$ cat src/shared/dpmc_defs.vh
`ifndef DPMC_DEFS_VH
`define DPMC_DEFS_VH

// Configuration word count and width
`define DPMC_NWORDS        8
`define DPMC_WBITS         32
`define DPMC_IDX_BITS      3

// SPI frame: 1 read flag, 3 address bits, 32 data bits
`define DPMC_FRAME_BITS    36

// Word 0: first loop dividers
`define DPMC_W_LOOP1       3'h0
`define DPMC_PRE_LSB       0
`define DPMC_FB1_LSB       8
// Word 1: second loop feedback dividers
`define DPMC_W_LOOP2       3'h1
`define DPMC_VCO0_LSB      0
`define DPMC_VCO1_LSB      8
`define DPMC_VCO_SEL_BIT   16
// Word 2: bank output divider codes (5 bits each) and sysref ratio code (4 bits)
`define DPMC_W_BANK        3'h2
`define DPMC_BANKA_LSB     0
`define DPMC_BANKB_LSB     5
`define DPMC_BANKC_LSB     10
`define DPMC_SREF_LSB      15
// Word 3: bank phase delay (6 bits each)
`define DPMC_W_PHASE       3'h3
// Word 4: sysref per-output mode
`define DPMC_W_SREF        3'h4
`define DPMC_SREF_EN_LSB   0
`define DPMC_SREF_PER_LSB  4
`define DPMC_SREF_CLK_LSB  8
`define DPMC_SREF_CNT_LSB  12
// Word 5: loop control
`define DPMC_W_CTRL        3'h5
`define DPMC_BYPASS_BIT    0
`define DPMC_HOLD_BIT      1
`define DPMC_PUMP_LSB      8
`define DPMC_LOS_CLR_BIT   16

// Reset values
`define DPMC_RST_LOOP1     32'h0000_0401
`define DPMC_RST_LOOP2     32'h0000_1414
`define DPMC_RST_ZERO      32'h0000_0000

// Loss of signal window, in ns
`define DPMC_LOS_TIME_NS   10000
`define DPMC_CLK_NS        10

`endif

$ cat src/logic/dpmc_core.v
`timescale 1ns/1ps
`include "dpmc_defs.vh"

// Notes on behaviour
// - Input pre-scaler is an 8-bit integer divider, ratios 1 to 255.
// - First-loop feedback divider is 15-bit, ratios 4 to 32767.
// - Each VCO has an 8-bit feedback divider, ratios 8 to 255.
// - Three banks each pick one of 18 output ratios from 1 to 96.
// - Sysref rate divider offers 10 values, 64 to 2048, off the VCO.
// - Up to four sysref outputs, each periodic or a finite pulse burst.
// - Each sysref output may instead act as an ordinary clock output.
// - Each bank has its own programmable phase delay.
// - Bypass 1 feeds input straight to second loop and stops monitoring.
// - No input activity for a fixed time sets the loss flag.
// - Hold-over entered on signal loss or hold bit written 1.
// - In hold-over the oscillator control is parked at half supply.
// - Pump current is a 6-bit code, 64 steps of 20 uA.
// - Configuration is eight 32-bit words written over SPI.
// - The host can read back every configuration word.
// - Cleaned first-loop clock goes to its own dedicated output.
// - A fault status pin reports loss of signal to the system.
module dpmc_core #(
  parameter LOS_CYCLES = `DPMC_LOS_TIME_NS / `DPMC_CLK_NS
) (
  input  wire        clk_sys,
  input  wire        rst_b,
  input  wire        spi_sck,
  input  wire        spi_mosi,
  input  wire        spi_le_b,
  output wire        spi_miso,
  input  wire        ref_clk_in,
  input  wire        vcxo_clk_in,
  output reg  [7:0]  prescale_div,
  output reg  [14:0] loop1_fb_div,
  output reg  [7:0]  vco0_feedback_div,
  output reg  [7:0]  vco1_feedback_div,
  output reg         vco_select,
  output reg  [6:0]  bank_a_div,
  output reg  [6:0]  bank_b_div,
  output reg  [6:0]  bank_c_div,
  output reg  [11:0] sysref_div,
  output reg  [5:0]  bank_a_phase,
  output reg  [5:0]  bank_b_phase,
  output reg  [5:0]  bank_c_phase,
  output reg  [3:0]  sysref_out_en,
  output reg  [3:0]  sysref_periodic,
  output reg  [3:0]  sysref_as_clock,
  output reg  [3:0]  sysref_pulse_cnt,
  output reg         loop2_ref_is_input,
  output reg         cleaned_ref_out_en,
  output reg         holdover_active,
  output reg         vctrl_park_mid,
  output reg  [5:0]  pump_current_code,
  output reg  [10:0] pump_current_ua,
  output reg         signal_loss_flag,
  output reg         fault_status_pin_b
);
  localparam [31:0] LOS_N = LOS_CYCLES;

  reg  [31:0] cfg_q [0:`DPMC_NWORDS-1];
  reg  [2:0]  ref_s_q;
  reg  [31:0] idle_cnt_q;
  reg         input_signal_lost;
  integer     i;

  wire        wr_stb;
  wire [2:0]  wr_idx;
  wire [31:0] wr_data;
  wire [2:0]  rd_idx;

  // Output divider code to ratio, 18 entries
  function [6:0] bank_ratio;
    input [4:0] code;
    begin
      case (code)
        5'h00: bank_ratio = 7'h01;
        5'h01: bank_ratio = 7'h02;
        5'h02: bank_ratio = 7'h03;
        5'h03: bank_ratio = 7'h04;
        5'h04: bank_ratio = 7'h05;
        5'h05: bank_ratio = 7'h06;
        5'h06: bank_ratio = 7'h08;
        5'h07: bank_ratio = 7'h0a;
        5'h08: bank_ratio = 7'h0c;
        5'h09: bank_ratio = 7'h10;
        5'h0a: bank_ratio = 7'h14;
        5'h0b: bank_ratio = 7'h18;
        5'h0c: bank_ratio = 7'h20;
        5'h0d: bank_ratio = 7'h28;
        5'h0e: bank_ratio = 7'h30;
        5'h0f: bank_ratio = 7'h40;
        5'h10: bank_ratio = 7'h50;
        5'h11: bank_ratio = 7'h60;
        default: bank_ratio = 7'h01;
      endcase
    end
  endfunction

  // Sysref code to ratio, 10 entries
  function [11:0] sref_ratio;
    input [3:0] code;
    begin
      case (code)
        4'h0: sref_ratio = 12'h040;
        4'h1: sref_ratio = 12'h080;
        4'h2: sref_ratio = 12'h0c0;
        4'h3: sref_ratio = 12'h100;
        4'h4: sref_ratio = 12'h180;
        4'h5: sref_ratio = 12'h200;
        4'h6: sref_ratio = 12'h300;
        4'h7: sref_ratio = 12'h400;
        4'h8: sref_ratio = 12'h600;
        4'h9: sref_ratio = 12'h800;
        default: sref_ratio = 12'h040;
      endcase
    end
  endfunction

  // Clamp an 8-bit divider to its lower bound
  function [7:0] clamp8;
    input [7:0] v;
    input [7:0] lo;
    begin
      clamp8 = (v < lo) ? lo : v;
    end
  endfunction

  dpmc_spi_slave u_spi (
    .clk_sys (clk_sys),
    .rst_b   (rst_b),
    .sck     (spi_sck),
    .mosi    (spi_mosi),
    .le_b    (spi_le_b),
    .rd_data (cfg_q[rd_idx]),
    .miso    (spi_miso),
    .wr_stb  (wr_stb),
    .wr_idx  (wr_idx),
    .wr_data (wr_data),
    .rd_idx  (rd_idx)
  );

  // Eight configuration words, all readable by the host
  always @(posedge clk_sys or negedge rst_b) begin
    if (!rst_b) begin
      for (i = 0; i < `DPMC_NWORDS; i = i + 1) begin
        cfg_q[i] <= `DPMC_RST_ZERO;
      end
      cfg_q[`DPMC_W_LOOP1] <= `DPMC_RST_LOOP1;
      cfg_q[`DPMC_W_LOOP2] <= `DPMC_RST_LOOP2;
    end else if (wr_stb) begin
      cfg_q[wr_idx] <= wr_data;
    end
  end

  // Reference pin is async; two stages then an edge detect
  always @(posedge clk_sys or negedge rst_b) begin
    if (!rst_b) begin
      ref_s_q <= 3'h0;
    end else begin
      ref_s_q <= {ref_s_q[1:0], ref_clk_in};
    end
  end

  // Activity watchdog; the flag is sticky until the host clears it.
  // A live loss wins over a clear so a fresh loss is never missed.
  always @(posedge clk_sys or negedge rst_b) begin
    if (!rst_b) begin
      idle_cnt_q        <= 32'h0000_0000;
      input_signal_lost <= 1'b0;
      signal_loss_flag  <= 1'b0;
    end else begin
      if (cfg_q[`DPMC_W_CTRL][`DPMC_BYPASS_BIT]) begin
        idle_cnt_q        <= 32'h0000_0000;
        input_signal_lost <= 1'b0;
      end else if (ref_s_q[1] != ref_s_q[2]) begin
        idle_cnt_q        <= 32'h0000_0000;
        input_signal_lost <= 1'b0;
      end else if (idle_cnt_q >= LOS_N - 32'h1) begin
        input_signal_lost <= 1'b1;
      end else begin
        idle_cnt_q <= idle_cnt_q + 32'h1;
      end
      if (input_signal_lost) begin
        signal_loss_flag <= 1'b1;
      end else if (cfg_q[`DPMC_W_CTRL][`DPMC_LOS_CLR_BIT]) begin
        signal_loss_flag <= 1'b0;
      end
    end
  end

  // Registered decode of configuration into control outputs
  always @(posedge clk_sys or negedge rst_b) begin
    if (!rst_b) begin
      prescale_div       <= 8'h01;
      loop1_fb_div       <= 15'h0004;
      vco0_feedback_div  <= 8'h14;
      vco1_feedback_div  <= 8'h14;
      vco_select         <= 1'b0;
      bank_a_div         <= 7'h01;
      bank_b_div         <= 7'h01;
      bank_c_div         <= 7'h01;
      sysref_div         <= 12'h040;
      bank_a_phase       <= 6'h00;
      bank_b_phase       <= 6'h00;
      bank_c_phase       <= 6'h00;
      sysref_out_en      <= 4'h0;
      sysref_periodic    <= 4'h0;
      sysref_as_clock    <= 4'h0;
      sysref_pulse_cnt   <= 4'h0;
      loop2_ref_is_input <= 1'b0;
      cleaned_ref_out_en <= 1'b1;
      holdover_active    <= 1'b0;
      vctrl_park_mid     <= 1'b0;
      pump_current_code  <= 6'h00;
      pump_current_ua    <= 11'h000;
      fault_status_pin_b <= 1'b1;
    end else begin
      // A zero pre-scaler would stop the loop, so it reads as 1
      prescale_div <= clamp8(cfg_q[`DPMC_W_LOOP1][7:0], 8'h01);
      loop1_fb_div <= (cfg_q[`DPMC_W_LOOP1][22:8] < 15'h0004) ?
                      15'h0004 : cfg_q[`DPMC_W_LOOP1][22:8];
      vco0_feedback_div <= clamp8(cfg_q[`DPMC_W_LOOP2][7:0], 8'h08);
      vco1_feedback_div <= clamp8(cfg_q[`DPMC_W_LOOP2][15:8], 8'h08);
      vco_select   <= cfg_q[`DPMC_W_LOOP2][`DPMC_VCO_SEL_BIT];
      bank_a_div   <= bank_ratio(cfg_q[`DPMC_W_BANK][4:0]);
      bank_b_div   <= bank_ratio(cfg_q[`DPMC_W_BANK][9:5]);
      bank_c_div   <= bank_ratio(cfg_q[`DPMC_W_BANK][14:10]);
      sysref_div   <= sref_ratio(cfg_q[`DPMC_W_BANK][18:15]);
      bank_a_phase <= cfg_q[`DPMC_W_PHASE][5:0];
      bank_b_phase <= cfg_q[`DPMC_W_PHASE][13:8];
      bank_c_phase <= cfg_q[`DPMC_W_PHASE][21:16];
      // Clock mode overrides sysref enable on the same output
      sysref_as_clock  <= cfg_q[`DPMC_W_SREF][11:8];
      sysref_out_en    <= cfg_q[`DPMC_W_SREF][3:0] & ~cfg_q[`DPMC_W_SREF][11:8];
      sysref_periodic  <= cfg_q[`DPMC_W_SREF][7:4];
      sysref_pulse_cnt <= cfg_q[`DPMC_W_SREF][15:12];
      loop2_ref_is_input <= cfg_q[`DPMC_W_CTRL][`DPMC_BYPASS_BIT];
      // No cleaned clock exists while the first loop is bypassed
      cleaned_ref_out_en <= ~cfg_q[`DPMC_W_CTRL][`DPMC_BYPASS_BIT];
      holdover_active <= input_signal_lost |
                         cfg_q[`DPMC_W_CTRL][`DPMC_HOLD_BIT];
      vctrl_park_mid  <= input_signal_lost |
                         cfg_q[`DPMC_W_CTRL][`DPMC_HOLD_BIT];
      pump_current_code <= cfg_q[`DPMC_W_CTRL][13:8];
      // 20 uA per step: code*16 + code*4
      pump_current_ua <= {1'b0, cfg_q[`DPMC_W_CTRL][13:8], 4'h0} +
                         {3'h0, cfg_q[`DPMC_W_CTRL][13:8], 2'h0};
      fault_status_pin_b <= ~signal_loss_flag;
    end
  end

  // The first-loop clock itself is analog; this input only exists for
  // parity with the pin and is not used by the control logic.
  wire unused_vcxo = vcxo_clk_in;
endmodule

$ cat src/logic/dpmc_spi_slave.v
`timescale 1ns/1ps
`include "dpmc_defs.vh"

// SPI slave: shifts in a frame while load enable is low and captures it
module dpmc_spi_slave #(
  parameter FRAME = `DPMC_FRAME_BITS
) (
  input  wire             clk_sys,
  input  wire             rst_b,
  input  wire             sck,
  input  wire             mosi,
  input  wire             le_b,
  input  wire [31:0]      rd_data,
  output reg              miso,
  output reg              wr_stb,
  output reg  [2:0]       wr_idx,
  output reg  [31:0]      wr_data,
  output wire [2:0]       rd_idx
);
  reg [2:0]       sck_s_q;
  reg [2:0]       le_s_q;
  reg [1:0]       mosi_s_q;
  reg [FRAME-1:0] sh_q;
  reg [5:0]       cnt_q;
  reg [31:0]      out_q;

  wire sck_rise = sck_s_q[1] & ~sck_s_q[2];
  wire sck_fall = ~sck_s_q[1] & sck_s_q[2];
  wire le_rise  = le_s_q[1] & ~le_s_q[2];
  wire active   = ~le_s_q[1];

  // Address is known after four bits; read data is latched then
  assign rd_idx = sh_q[2:0];

  // Pins are async to clk_sys, so two stages before use
  always @(posedge clk_sys or negedge rst_b) begin
    if (!rst_b) begin
      sck_s_q  <= 3'h0;
      le_s_q   <= 3'h7;
      mosi_s_q <= 2'h0;
    end else begin
      sck_s_q  <= {sck_s_q[1:0], sck};
      le_s_q   <= {le_s_q[1:0], le_b};
      mosi_s_q <= {mosi_s_q[0], mosi};
    end
  end

  // Shift, read-back and write capture
  always @(posedge clk_sys or negedge rst_b) begin
    if (!rst_b) begin
      sh_q    <= {FRAME{1'b0}};
      cnt_q   <= 6'h00;
      out_q   <= 32'h0000_0000;
      miso    <= 1'b0;
      wr_stb  <= 1'b0;
      wr_idx  <= 3'h0;
      wr_data <= 32'h0000_0000;
    end else begin
      wr_stb <= 1'b0;
      if (!active) begin
        cnt_q <= 6'h00;
      end
      if (active && sck_rise) begin
        sh_q  <= {sh_q[FRAME-2:0], mosi_s_q[1]};
        cnt_q <= cnt_q + 6'h01;
      end
      // Read-back word is loaded once the header is complete
      if (active && sck_fall) begin
        if (cnt_q == 6'h04) begin
          out_q <= {rd_data[30:0], 1'b0};
          miso  <= rd_data[31];
        end else begin
          out_q <= {out_q[30:0], 1'b0};
          miso  <= out_q[31];
        end
      end
      // Short frames are dropped rather than half applied
      if (le_rise && cnt_q == FRAME[5:0] && !sh_q[FRAME-1]) begin
        wr_stb  <= 1'b1;
        wr_idx  <= sh_q[34:32];
        wr_data <= sh_q[31:0];
      end
    end
  end
endmodule

$ cat config.mk
export PLATFORM = sky130hd
export DESIGN_NAME = dpmc_core
export DESIGN_NICKNAME = d
export VERILOG_FILES = /design/src/logic/dpmc_core.v /design/src/logic/dpmc_spi_slave.v
export VERILOG_INCLUDE_DIRS = /design/src /design/src/shared
export SDC_FILE = /design/constraint.sdc
export NUM_CORES = 1
export LEC_CHECK = 0
export BUFFER_PORTS_ARGS = -buffer_cell sky130_fd_sc_hd__buf_2
export CAP_MARGIN = 10
export CORE_UTILIZATION = 55
export DETAILED_ROUTE_END_ITERATION = 6
export GPL_TIMING_DRIVEN = 0
export PLACE_DENSITY = 0.81
export SLEW_MARGIN = 5
export SYNTH_ARGS = -nofsm -noshare
export SYNTH_HDL_FRONTEND = slang
export SYNTH_SLANG_ARGS = --single-unit
$ cat constraint.sdc
create_clock -name clk_sys -period 1.97 [get_ports clk_sys]
set_input_delay 0.394 -clock clk_sys [delete_from_list [all_inputs] [get_ports clk_sys]]
set_output_delay 0.394 -clock clk_sys [all_outputs]
set_load 0.02 [all_outputs]
Yosys cells after proc, flatten, opt, wreduce, memory -nomap -nowiden
Memories as Yosys holds them, arrays and structs flattened. A register that Yosys moved wholly into a read port is not among the register bits. Index checks and enable logic that the tools add are counted.

$add $sub $neg: 3. Multipliers: 0. Div/mod/pow operators: 0. $lt $le $gt $ge: 8. Equality and inequality tests: 4. Shift operators: 0. Muxes and demuxes: 23. Bitwise logic cells: 14. Reductions and logical operators: 13.

Operators with widths (number): $bwmux W256 (1); $mux W32 (7); $bmux W32 S3 (1); $demux W32 S3 (1); $add A32 B1 Y32 const B (1); $ge A32 B10 Y1 const B (1); $mux W8 (3); $lt A8 B4 Y1 const B (2); $lt A15 B3 Y1 const B (1); $mux W15 (1); $mux W6 (2); $add A10 B8 Y11 (1); $ge A4 B4 Y1 const B (2); $lt A8 B1 Y1 const B (1); $not A3 Y4 (2); $mux W1 (7); $add A6 B1 Y6 const B (1); $eq A6 B3 Y1 const B (1); $eq A6 B6 Y1 const B (1); $not A1 Y1 (6); $logic_and A1 B1 Y1 (5); $logic_not A1 Y1 (5); $and A4 B4 Y4 (1); $lt A4 B1 Y1 const B (1); 7 further kinds (10).

Flip-flop bits (word level): 519. Latch bits: 0. Bits in writable memories: 0. Memory bits (read-only): 768. Input port bits: 7. Output and inout bits: 131. Word-level logic and storage cells: 110. Memories: 4.

Memory list: (name not given) (depth 32, width 7, rd ports 1, clocked after Yosys merged registers in 1, wr ports 0, line dpmc_core.v:75) `case (code)`; (name not given) (depth 32, width 7, rd ports 1, clocked after Yosys merged registers in 1, wr ports 0, line dpmc_core.v:75); (name not given) (depth 32, width 7, rd ports 1, clocked after Yosys merged registers in 1, wr ports 0, line dpmc_core.v:75); (name not given) (depth 16, width 6, rd ports 1, clocked after Yosys merged registers in 1, wr ports 0, line dpmc_core.v:103) `case (code)`.

Depth between registers and ports, before layout
Gate-level depths: netlist (run 1).

Depth in word-level cells: 6. Gate-level depth with buffers: 8. Mapped depth without buffers: 7.

Cells and area by module
A second synthesis (run 1) with hierarchy kept.

Cells, all modules: 1517. Area, all modules: 22142.5 um2.

Modules (own cells, without submodules): dpmc_core (times used 1, cells each 1132, area each 17133.9 um2, seq. area each 10307.4 um2); dpmc_spi_slave (times used 1, cells each 385, area each 5008.6 um2, seq. area each 2956.6 um2).

Least setup slack after synthesis (run 1)
OpenSTA, ideal clock, no wires.

Path kind: reg2reg. From: register idle_cnt_q[0]. To: register idle_cnt_q[6]. Library setup time: 77 ps. Arrival time: 1839 ps. Required time: 1893 ps. Setup slack: 54 ps. Cell stages (with the launch flop): 7. Buffers on the path: 1. Period minus slack after synthesis: 1916 ps. Path through: dfrtp_1 -> ha_1 -> a211o_1 -> and3_1 -> buf_4 -> or4_1 -> a21oi_1.

Cells in the longest elaborated chain, start to end: 4. Elaborated cells on any way between the ends: 6. Classes of those cells: add/sub (1); order compare (1); eq/ne (1); mux (3).

RTL lines: start, declared (line dpmc_core.v:62) `reg [31:0] idle_cnt_q;`; start signal, assigned (line dpmc_core.v:181) `idle_cnt_q <= idle_cnt_q + 32'h1;`; $add A32 B1 Y32 (line dpmc_core.v:181); $mux W32 (line dpmc_core.v:178) `end else if (idle_cnt_q >= LOS_N - 32'h1) begin`; $mux W32 (line dpmc_core.v:175) `end else if (ref_s_q[1] != ref_s_q[2]) begin`; $mux W32 (line dpmc_core.v:172) `` if (cfg_q[`DPMC_W_CTRL][`DPMC_BYPASS_BIT]) begin ``.

Several ways; a longest one is shown, not always the timed one. The select of a mux whose other input is x is not followed. A chain may end at the register's enable or synchronous reset.

Worst setup path in the final report (run 1)
From: register idle_cnt_q[29]. To: register idle_cnt_q[3].

Cells in the longest elaborated chain, start to end: 2.

RTL lines (line): $ge A32 B10 Y1 (dpmc_core.v:178); $ne A3 B3 Y1 (no line).

Every way passes these cells.

==> flow_summary.json, run 1 <==
{
  "status": "finished with violations",
  "violations": "negative hold slack, negative setup slack",
  "post_dp_cell_area_mm2": 0.02320,
  "yosysTopAreaCell": "dfrtp_1",
  "yosys-top-cells-area": "dfrtp_1 (58%), mux2_2 (16%), mux4_2 (6.6%)",
  "ir_drop_uv": 593.8,
  "synth_area_mm2": 0.02174,
  "rsz0062_at_grt": "true",
  "routedWlPerCell_um": 21.77,
  "vias": 13325,
  "worstReg2RegEnd": "idle_cnt_q[3]$_DFFE_PN0P_",
  "antenna_found_initial": 0,
  "power.density_mw_per_mm2": 884.6,
  "whs_ps": -250.5,
  "drv_cap": 0,
  "dr.pass1.iters": 5,
  "grt_pass1_wl_um": 77820,
  "fill_cells": 2552,
  "stdcell_count": 2272,
  "hold_buffers": 4,
  "initialDrtViolationCount": 854,
  "die_x_um": 200.8,
  "syn2layout_area_growth_pct": 17.19,
  "nets": 1743,
  "finish.instance_area_mm2": 0.02548,
  "critPathLaunchType": "flop",
  "synth_top_flop_cell": "dfrtp_1",
  "ff_latch_area_mm2": 0.01327,
  "gp_congestion": 0.8379,
  "period_needed_ps": 1997,
  "end_kind": "flop",
  "leakagePower_nw": 12.70,
  "clk_pin_slew_ps": 60,
  "setup_slack_ps": -27.28,
  "r2r-start": "idle_cnt_q[29]$_DFFE_PN0P_",
  "critPathArrivalTime_ps": 2410,
  "fmaxAchievable_ghz": 0.5007,
  "clkLatencyLatePin_ps": 580,
  "tns_ps": -60.37,
  "grt_max_degree": 102,
  "ys_ff_latch": 529,
  "finalClockSkew_ps": 26.17,
  "final_cell_mix": "dfrtp_1 (505), mux2_2 (316), buf_2 (135)",
  "setup_viol": 3,
  "cts_root_buffer": "clkbuf_16",
  "cts_tree": "done",
  "tightest_slew_ps": 681.5,
  "drive_gt1_share_pct": 42.70,
  "io_buffers": 128,
  "viasPerCell": 5.865,
  "coreArea_mm2": 0.03883,
  "rows": 72,
  "grt-ovfl-total": 0,
  "slew_viol_final": 0,
  "syn_area_per_cell_um2": 14.46,
  "totalWireLength_um": 49460,
  "start_util_pct": 55.99,
  "synthArstFlopShare_pct": 100.0,
  "syn_inst": 1503,
  "period_share_pct": 101.4,
  "synth_edf_count": 0,
  "cp.required_ps": 2390,
  "relSlewSlack_pct": 54.57,
  "dp_hpwl_um": 31380,
  "cts.sinks": 529,
  "final-hold-violation-count": 57,
  "antenna_left": 0,
  "cp_max_fo": 5,
  "yosysSeqAreaShare_pct": 61.01,
  "yosysUniqueCellTypes": 56,
  "ys_warn_count": 0,
  "post-route-drc-count": 0,
  "cts_max_path_buffers": 3,
  "hold_class": "in2async",
  "multiInputGateArea_mm2": 0.008070,
  "grtUsageTotal_pct": 24.60,
  "path_class": "reg2reg",
  "grt_pass1_vias": 13934,
  "cts-buffers-inserted": 49,
  "antenna_cells": 0,
  "ioPinCount": 138,
  "die_h_um": 200.8,
  "die-area_mm2": 0.04032,
  "reg2reg_depth": 6,
  "placed_cells": 2161,
  "htreeDepth": 2,
  "layout_commonest_cell": "dfrtp_1",
  "synth.top_cell.area_share_pct": 58.47,
  "rrSetupSlack_ps": -30
}
## critical path, cell delays in order (launching register included)
cell and delay (ps):
dfrtp_1 370, nor4_1 310, nand4_1 310, buf_4 240, buf_2 160, o31ai_1 300, a21oi_1 160
## layout make-up
class                   count  area share, %
plain buffers             121          2.829
repair buffers            156          3.909
flip-flops and latches    529          52.08
multi-input cells         832          31.68
well taps                 518          2.544
clock inverters            22         0.8496
inverters                  24         0.3536
clock buffers              70          5.761
## cells in the mapped netlist (18+ instances only)
cell type and count:
mux4_2 64, nor2_1 18, inv_1 24, nand2_1 70
nor2b_1 48, o21ai_0 74, clkbuf_1 76, dfrtp_1 508
and2_1 29, a211oi_1 32, mux2_2 316, ha_1 22
buf_2 28, dfstp_2 21
## stage by stage
step	setup WS, ps	util, %	total power [mW]
after floorplan	53.83	-	12.13
after global placement	-9558	59.38	12.72
after detailed placement	-568.7	59.76	12.80
after CTS	-44.18	64.83	22.57
after global routing	-159.9	65.62	23.16
final	-27.28	65.62	22.54
## power breakdown
group / total [mW] / leakage, nW / switching [mW] / internal [mW]
registers: 11.1 / 7.27 / 0.109 / 11.0
logic: 1.65 / 4.58 / 1.07 / 0.582
clock network: 9.79 / 0.847 / 4.08 / 5.72
## routing by layer
layer	vias up	GRT usage, %	part of all wire (%)
met4	0	9.460	3.4
met3	117	4.318	5.3
met1	6993	32.57	41
li1	5757	-	-
met2	458	40.87	50
met5	-	0	0
## flip-flops by register name, indices dropped and copies added, names as in the netlist, 6 cells and up
signal,flops
cfg_q,256
u_spi.sh_q,36
idle_cnt_q,32
u_spi.wr_data,32
u_spi.out_q,31
loop1_fb_div,15
prescale_div,8
vco0_feedback_div,8
vco1_feedback_div,8
bank_a_div,7
bank_b_div,7
bank_c_div,7
pump_current_ua,7
bank_a_phase,6
bank_b_phase,6
bank_c_phase,6
pump_current_code,6
sysref_div,6
u_spi.cnt_q,6
## worst max path at each step
stage	start	to	slack, ps	depth (start not counted)
2_1_floorplan	idle_cnt_q[0]$_DFFE_PN0P_	idle_cnt_q[6]$_DFFE_PN0P_	50	6
3_3_place_gp	rst_b	idle_cnt_q[12]$_DFFE_PN0P_	-9560	1
3_5_place_dp	u_spi.wr_idx[2]$_DFFE_PN0P_	cfg_q[177]$_DFFE_PN0P_	-570	4
4_1_cts	u_spi.wr_idx[1]$_DFFE_PN0P_	cfg_q[114]$_DFFE_PN0P_	-40	5
5_1_grt	u_spi.cnt_q[1]$_DFFE_PN0P_	u_spi.out_q[31]$_DFFE_PN0P_	-160	7
6_report	idle_cnt_q[29]$_DFFE_PN0P_	idle_cnt_q[3]$_DFFE_PN0P_	-30	6
## logic make-up (layout without fill, tap and decap cells)
logic type / after synthesis / in the layout / share of synthesized area [%]
muxes: 397 / 397 / 23.79
AOI/OAI and AO/OA: 151 / 151 / 4.213
xor gates and xnor gates: 10 / 10 / 0.4029
buffers and inverters: 149 / 393 / 3.027
and+or+nand+nor: 243 / 243 / 6.181
DFF: 529 / 529 / 61.01
adders and majority gates: 23 / 23 / 1.358
other: 1 / 8 / 0.01725
## what timing repair did
| action | in CTS | in global routing |
|---|---|---|
| pin swaps | 4 | 11 |
| resized for setup | 74 | 52 |
| endpoints found under the setup margin | 299 | 163 |
| cloned | 1 | 2 |
| endpoints found under the hold margin | 61 | 57 |
| setup buffers | 2 | 14 |
Note: power is estimated with default switching activity, not from simulation.
==> inputs of run 2 (changes only) <==
--- a/config.mk
+++ b/config.mk
@@ -8,10 +8,11 @@
 export LEC_CHECK = 0
 export BUFFER_PORTS_ARGS = -buffer_cell sky130_fd_sc_hd__buf_2
 export CAP_MARGIN = 10
-export CORE_UTILIZATION = 55
+export CORE_UTILIZATION = 35
 export DETAILED_ROUTE_END_ITERATION = 6
 export GPL_TIMING_DRIVEN = 0
-export PLACE_DENSITY = 0.81
+export PLACE_DENSITY = 0.58
+export SETUP_SLACK_MARGIN = 0.15
 export SLEW_MARGIN = 5
 export SYNTH_ARGS = -nofsm -noshare
 export SYNTH_HDL_FRONTEND = slang
==> run 2 against run 1 <==
Compared with the run above:
- the run ends with negative hold slack left
- via count is 2.2% lower
- total power is 5.9% higher
- sequential cell count stayed put
- non-clock buffer count is 46 higher
- clock skew is 1.1 ps lower
- combinational power is 28% higher
- final area is 5.9% higher
- die area is 57% higher
==> flow_summary.json, run 2 (synthesis gave the netlist of run 1 again) <==
{
  "biggestRegsByFlops": "cfg_q x256, u_spi.sh_q x36",
  "relSlewSlack_pct": 55.53,
  "period_share_pct": 96.81,
  "power.density_mw_per_mm2": 883.9,
  "seq_power_share_pct": 46.4,
  "grt_pass1_vias": 13712,
  "hold_class": "in2async",
  "cts-buffers-inserted": 53,
  "drive_gt1_share_pct": 46.18,
  "rows": 90,
  "initialDrtViolationCount": 753,
  "placed_cells": 2426,
  "slew_viol_final": 0,
  "leakagePower_nw": 13.23,
  "pre_cts_slack_ps": -577.5,
  "slowest_delay_ps": 440,
  "p_sw_mw": 5.554,
  "grt-ovfl-total": 0,
  "layout_commonest_cell": "dfrtp_1",
  "post-route-drc-count": 0,
  "coreArea_mm2": 0.06081,
  "cp.required_ps": 2450,
  "grtUsageTotal_pct": 16.74,
  "dp_hpwl_um": 33750,
  "viasPerCell": 5.035,
  "swShare_pct": 23.28,
  "critPathArrivalTime_ps": 2380,
  "stdcell_count": 2588,
  "hold_buffers": 7,
  "antenna_found_initial": 0,
  "p_clk_share_pct": 44.7,
  "die_x_um": 251.2,
  "path_cells": "inv_2 -> ha_4 -> nand2_4 -> or4_4 -> clkbuf_16 -> clkbuf_16 -> a211oi_2 -> o21ai_1",
  "setup_slack_ps": 62.84,
  "reg2reg_depth": 8,
  "rrSetupSlack_ps": 60,
  "internal_power_mw": 18.30,
  "nets": 1793,
  "fmaxAchievable_ghz": 0.5243,
  "cts_tree": "done",
  "cp_max_fo": 8,
  "combPwrFrac_pct": 8.9,
  "gp_congestion": 0.7957,
  "grt_max_degree": 115,
  "cts_max_path_buffers": 3,
  "final_cell_mix": "dfrtp_1 (508), mux2_2 (316), buf_2 (135)",
  "start_util_pct": 35.75,
  "die_h_um": 251.2,
  "totalWireLength_um": 52160,
  "grt_pass1_wl_um": 81700,
  "critPathLaunchType": "flop",
  "largest_reg_flops": 256,
  "antenna_cells": 0,
  "worstReg2RegEnd": "u_spi.out_q[25]$_DFFE_PN0P_",
  "dr.pass1.iters": 4,
  "clkLatencyLatePin_ps": 600,
  "end_kind": "flop",
  "setup_viol": 0,
  "cts_root_buffer": "clkbuf_16",
  "die-area_mm2": 0.06311,
  "violations": "negative hold slack",
  "ioPinCount": 138,
  "r2r-start": "u_spi.cnt_q[0]$_DFFE_PN0P_",
  "tightest_slew_ps": 667.0,
  "drv_cap": 0,
  "tns_ps": 0,
  "path_class": "reg2reg",
  "regMostFlops": "cfg_q",
  "io_buffers": 128,
  "routedWlPerCell_um": 20.16,
  "status": "finished with violations",
  "final-hold-violation-count": 186,
  "whs_ps": -168.8,
  "cts.sinks": 529,
  "finalClockSkew_ps": 25.10,
  "syn2layout_area_growth_pct": 24.15,
  "vias": 13031,
  "rsz0062_at_grt": "true",
  "critPathMostFrequentCell": "clkbuf_16",
  "htreeDepth": 2,
  "clk_pin_slew_ps": 60,
  "period_needed_ps": 1907,
  "ir_drop_uv": 673.0,
  "critical-path-slowest-cell": "or4_4",
  "antenna_left": 0
}
==> run 2: worst max-delay path by stage <==
| stage | endpoint | cells after the start | startpoint |
|---|---|---|---|
| 3_3_place_gp | ref_s_q[0]$_DFF_PN0_ | 1 | rst_b |
| 4_1_cts | u_spi.out_q[19]$_DFFE_PN0P_ | 6 | u_spi.sh_q[0]$_DFFE_PN0P_ |
| 2_1_floorplan | u_spi.out_q[7]$_DFFE_PN0P_ | 6 | u_spi.sh_q[0]$_DFFE_PN0P_ |
| 5_1_grt | u_spi.out_q[25]$_DFFE_PN0P_ | 8 | u_spi.cnt_q[0]$_DFFE_PN0P_ |
| 6_report | u_spi.out_q[25]$_DFFE_PN0P_ | 8 | u_spi.cnt_q[0]$_DFFE_PN0P_ |
| 3_5_place_dp | u_spi.out_q[19]$_DFFE_PN0P_ | 7 | u_spi.cnt_q[0]$_DFFE_PN0P_ |
==> run 2: timing repair <==
item	in CTS	in global routing
gates cloned	8	2
pin swaps	41	44
resized for setup	194	57
setup endpoints to repair	338	271
setup buffers	30	17
endpoints found under the hold margin	45	186
==> run 2: layout make-up <==
| class | count | area (µm²) |
|---|---|---|
| inverters | 24 | 90.09 |
| repair buffers | 198 | 1525 |
| clock inverters | 15 | 206.4 |
| well taps | 782 | 978.4 |
| clock buffers | 83 | 1662 |
| plain buffers | 125 | 942.2 |
| flip-flops and latches | 529 | 13260 |
| fillers | 5440 | 33820 |
| multi-input cells | 832 | 8322 |
==> run 2: per-stage QoR <==
| stage | area (µm²) | hold WS [ps] | power, mW | utilization, % |
|---|---|---|---|---|
| 2_1_floorplan | 21780 | 98.41 | 12.13 | - |
| 3_3_place_gp | 23400 | 337.0 | 12.80 | 38.48 |
| 3_5_place_dp | 23550 | 308.7 | 12.86 | 38.73 |
| 4_1_cts | 26600 | -143.8 | 24.02 | 43.74 |
| 5_1_grt | 26990 | -129.4 | 24.69 | 44.38 |
| 6_report | 26990 | -168.8 | 23.86 | 44.38 |
==> run 2: critical path, delay by kind of cell, from the launching register on <==
family | cells | cell delay [ps]
simple gates | 2 | 500
buf+inv | 3 | 440
flops | 1 | 390
compound gates | 2 | 310
fa+ha+maj | 1 | 140
==> run 2: metal layers <==
layer / part of all wire [%] / GRT usage, %
met5: 0 / 0
met4: 2.2 / 4.739
met3: 3.2 / 2.423
met2: 49 / 27.50
met1: 46 / 23.11
==> run 2: power groups by stage <==
stage,Clock [mW],Combinational [mW],Sequential (mW)
floorplan,0,0.887,11.2
global placement,0,1.53,11.3
detailed placement,0,1.58,11.3
CTS,10.9,2.03,11.1
global route,11.3,2.27,11.1
finish,10.7,2.12,11.1
==> inputs of run 3 (changes only) <==
--- a/config.mk
+++ b/config.mk
@@ -12,6 +12,7 @@
 export DETAILED_ROUTE_END_ITERATION = 6
 export GPL_TIMING_DRIVEN = 0
 export PLACE_DENSITY = 0.58
+export RECOVER_POWER = 50
 export SETUP_SLACK_MARGIN = 0.15
 export SLEW_MARGIN = 5
 export SYNTH_ARGS = -nofsm -noshare
==> run 3 against run 2 <==
Compared with the run above:
- the flow still finishes with violations (negative hold slack)
- clock skew about the same
- global-route usage stayed put
- critical endpoint unchanged
- sequential cell count unchanged
==> flow_summary.json, run 3 (synthesis gave the netlist of run 1 again) <==
{
  "status": "finished with violations",
  "violations": "negative hold slack",
  "cts.sinks": 529,
  "nets": 1793,
  "initialDrtViolationCount": 727,
  "gp_congestion": 0.7957,
  "fmaxAchievable_ghz": 0.5240,
  "path_cells": "inv_2 -> ha_4 -> nand2_4 -> or4_4 -> clkbuf_16 -> clkbuf_16 -> a211oi_2 -> o21ai_1",
  "largest_reg_flops": 256,
  "tightest_slew_ps": 1392,
  "end_kind": "flop",
  "period_needed_ps": 1908,
  "dr.pass1.iters": 5,
  "totalWireLength_um": 52210,
  "antenna_left": 0,
  "antenna_found_initial": 0,
  "clkLatencyLatePin_ps": 600,
  "syn2layout_area_growth_pct": 23.80,
  "setup_viol": 0,
  "cts_root_buffer": "clkbuf_16",
  "coreArea_mm2": 0.06081,
  "cts-buffers-inserted": 53,
  "whs_ps": -5.747,
  "die_x_um": 251.2,
  "antenna_cells": 0,
  "die_h_um": 251.2,
  "grt-ovfl-total": 0,
  "start_util_pct": 35.75,
  "grt_pass1_wl_um": 81700,
  "leakagePower_nw": 13.18,
  "viasPerCell": 5.044,
  "die-area_mm2": 0.06311,
  "critPathMostFrequentCell": "clkbuf_16",
  "regMostFlops": "cfg_q",
  "grt_max_degree": 115,
  "cp_max_fo": 8,
  "htreeDepth": 2,
  "hold_class": "in2async",
  "clk_pin_slew_ps": 60,
  "post-route-drc-count": 0,
  "layout_commonest_cell": "dfrtp_1",
  "combPwrFrac_pct": 8.8,
  "final-hold-violation-count": 1,
  "swShare_pct": 23.27,
  "drive_gt1_share_pct": 45.74,
  "critical-path-slowest-cell": "or4_4",
  "drv_cap": 0,
  "io_buffers": 128,
  "rows": 90,
  "critPathArrivalTime_ps": 2380,
  "internal_power_mw": 18.28,
  "period_share_pct": 96.87,
  "relSlewSlack_pct": 7.182,
  "p_clk_share_pct": 44.7,
  "critPathLaunchType": "flop",
  "cts_tree": "done",
  "p_sw_mw": 5.545,
  "final_cell_mix": "dfrtp_1 (508), mux2_2 (316), buf_2 (133)",
  "tns_ps": 0,
  "crit_family": "simple AND/OR/NAND/NOR gates",
  "vias": 13054,
  "cp.required_ps": 2450,
  "cts_max_path_buffers": 3,
  "placed_cells": 2426,
  "path_class": "reg2reg",
  "slowest_delay_ps": 440,
  "slew_viol_final": 0,
  "power.density_mw_per_mm2": 885.4,
  "worst-path-buf-inv": 3,
  "grtUsageTotal_pct": 16.74,
  "finalClockSkew_ps": 25.11,
  "dp_hpwl_um": 33750,
  "ir_drop_uv": 671.8,
  "seq_power_share_pct": 46.5,
  "rsz0062_at_grt": "true",
  "ioPinCount": 138,
  "hold_buffers": 7,
  "grt_pass1_vias": 13712,
  "routedWlPerCell_um": 20.17,
  "biggestRegsByFlops": "cfg_q x256, u_spi.sh_q x36",
  "stdcell_count": 2588
}
run 3: cell count changes in the layout (fill, tap and decap cells not counted), moves of 2 or more:
cell and change:
and2_0 +2, dfstp_1 +3, buf_12 -2, buf_16 -2, buf_2 -2, clkbuf_4 +2, and2_1 -2, dfstp_2 -3
clkbuf_1 +4
run 3: cell type report:
class	instances	area, µm²
multi-input cells	832	8322
clock buffers	83	1662
plain buffers	125	942.2
flip-flops and latches	529	13260
inverters	24	90.09
clock inverters	15	206.4
fillers	5450	33900
well taps	782	978.4
repair buffers	198	1449
run 3: layer usage:
| layer | share of wire, % | vias to the layer above | wire (µm) | global-route usage (%) |
|---|---|---|---|---|
| li1 | - | 5848 | - | - |
| met1 | 45 | 6883 | 23630 | 23.11 |
| met2 | 49 | 249 | 25620 | 27.50 |
| met3 | 3.5 | 74 | 1825 | 2.423 |
| met4 | 2.2 | 0 | 1141 | 4.739 |
| met5 | 0 | - | 0 | 0 |
run 3: per-stage QoR:
step | total power [mW] | setup slack [ps] | instance area (µm²) | hold WS [ps] | util [%]
detailed placement | 12.86 | -577.5 | 23550 | 308.7 | 38.73
global placement | 12.80 | -10080 | 23400 | 337.0 | 38.48
global route | 24.67 | -14.70 | 26910 | 48.55 | 44.26
finish | 23.83 | 61.58 | 26910 | -5.747 | 44.26
floorplan | 12.13 | 154.7 | 21780 | 98.41 | -
CTS | 24.02 | 17.67 | 26600 | -143.8 | 43.74
run 3: final timing paths:
kind	cells past startpoint	slack [ps]	endpoint	from
hold / removal	2	-6	cfg_q[71]$_DFFE_PN0P_	rst_b
hold reg to reg	0	350	u_spi.mosi_s_q[1]$_DFF_PN0_	u_spi.mosi_s_q[0]$_DFF_PN0_
min in group clk_sys	0	350	u_spi.mosi_s_q[1]$_DFF_PN0_	u_spi.mosi_s_q[0]$_DFF_PN0_
setup reg to reg	8	60	u_spi.out_q[25]$_DFFE_PN0P_	u_spi.cnt_q[0]$_DFFE_PN0P_
max in group asynchronous	4	370	bank_a_div[2]$_DFF_PN0_	rst_b
setup / recovery	8	60	u_spi.out_q[25]$_DFFE_PN0P_	u_spi.cnt_q[0]$_DFFE_PN0P_
run 3: power by group through the flow:
stage / clock (mW) / combinational, mW / sequential (mW)
detailed placement: 0 / 1.58 / 11.3
global placement: 0 / 1.53 / 11.3
CTS: 10.9 / 2.03 / 11.1
global route: 11.3 / 2.24 / 11.1
finish: 10.7 / 2.09 / 11.1
floorplan: 0 / 0.887 / 11.2
run 3: repair_timing:
action,CTS,global route
setup buffers,30,17
gates cloned,8,2
endpoints found under the setup margin,338,271
resized for setup,194,57
endpoints found under the hold margin,45,186
pin swaps,41,44
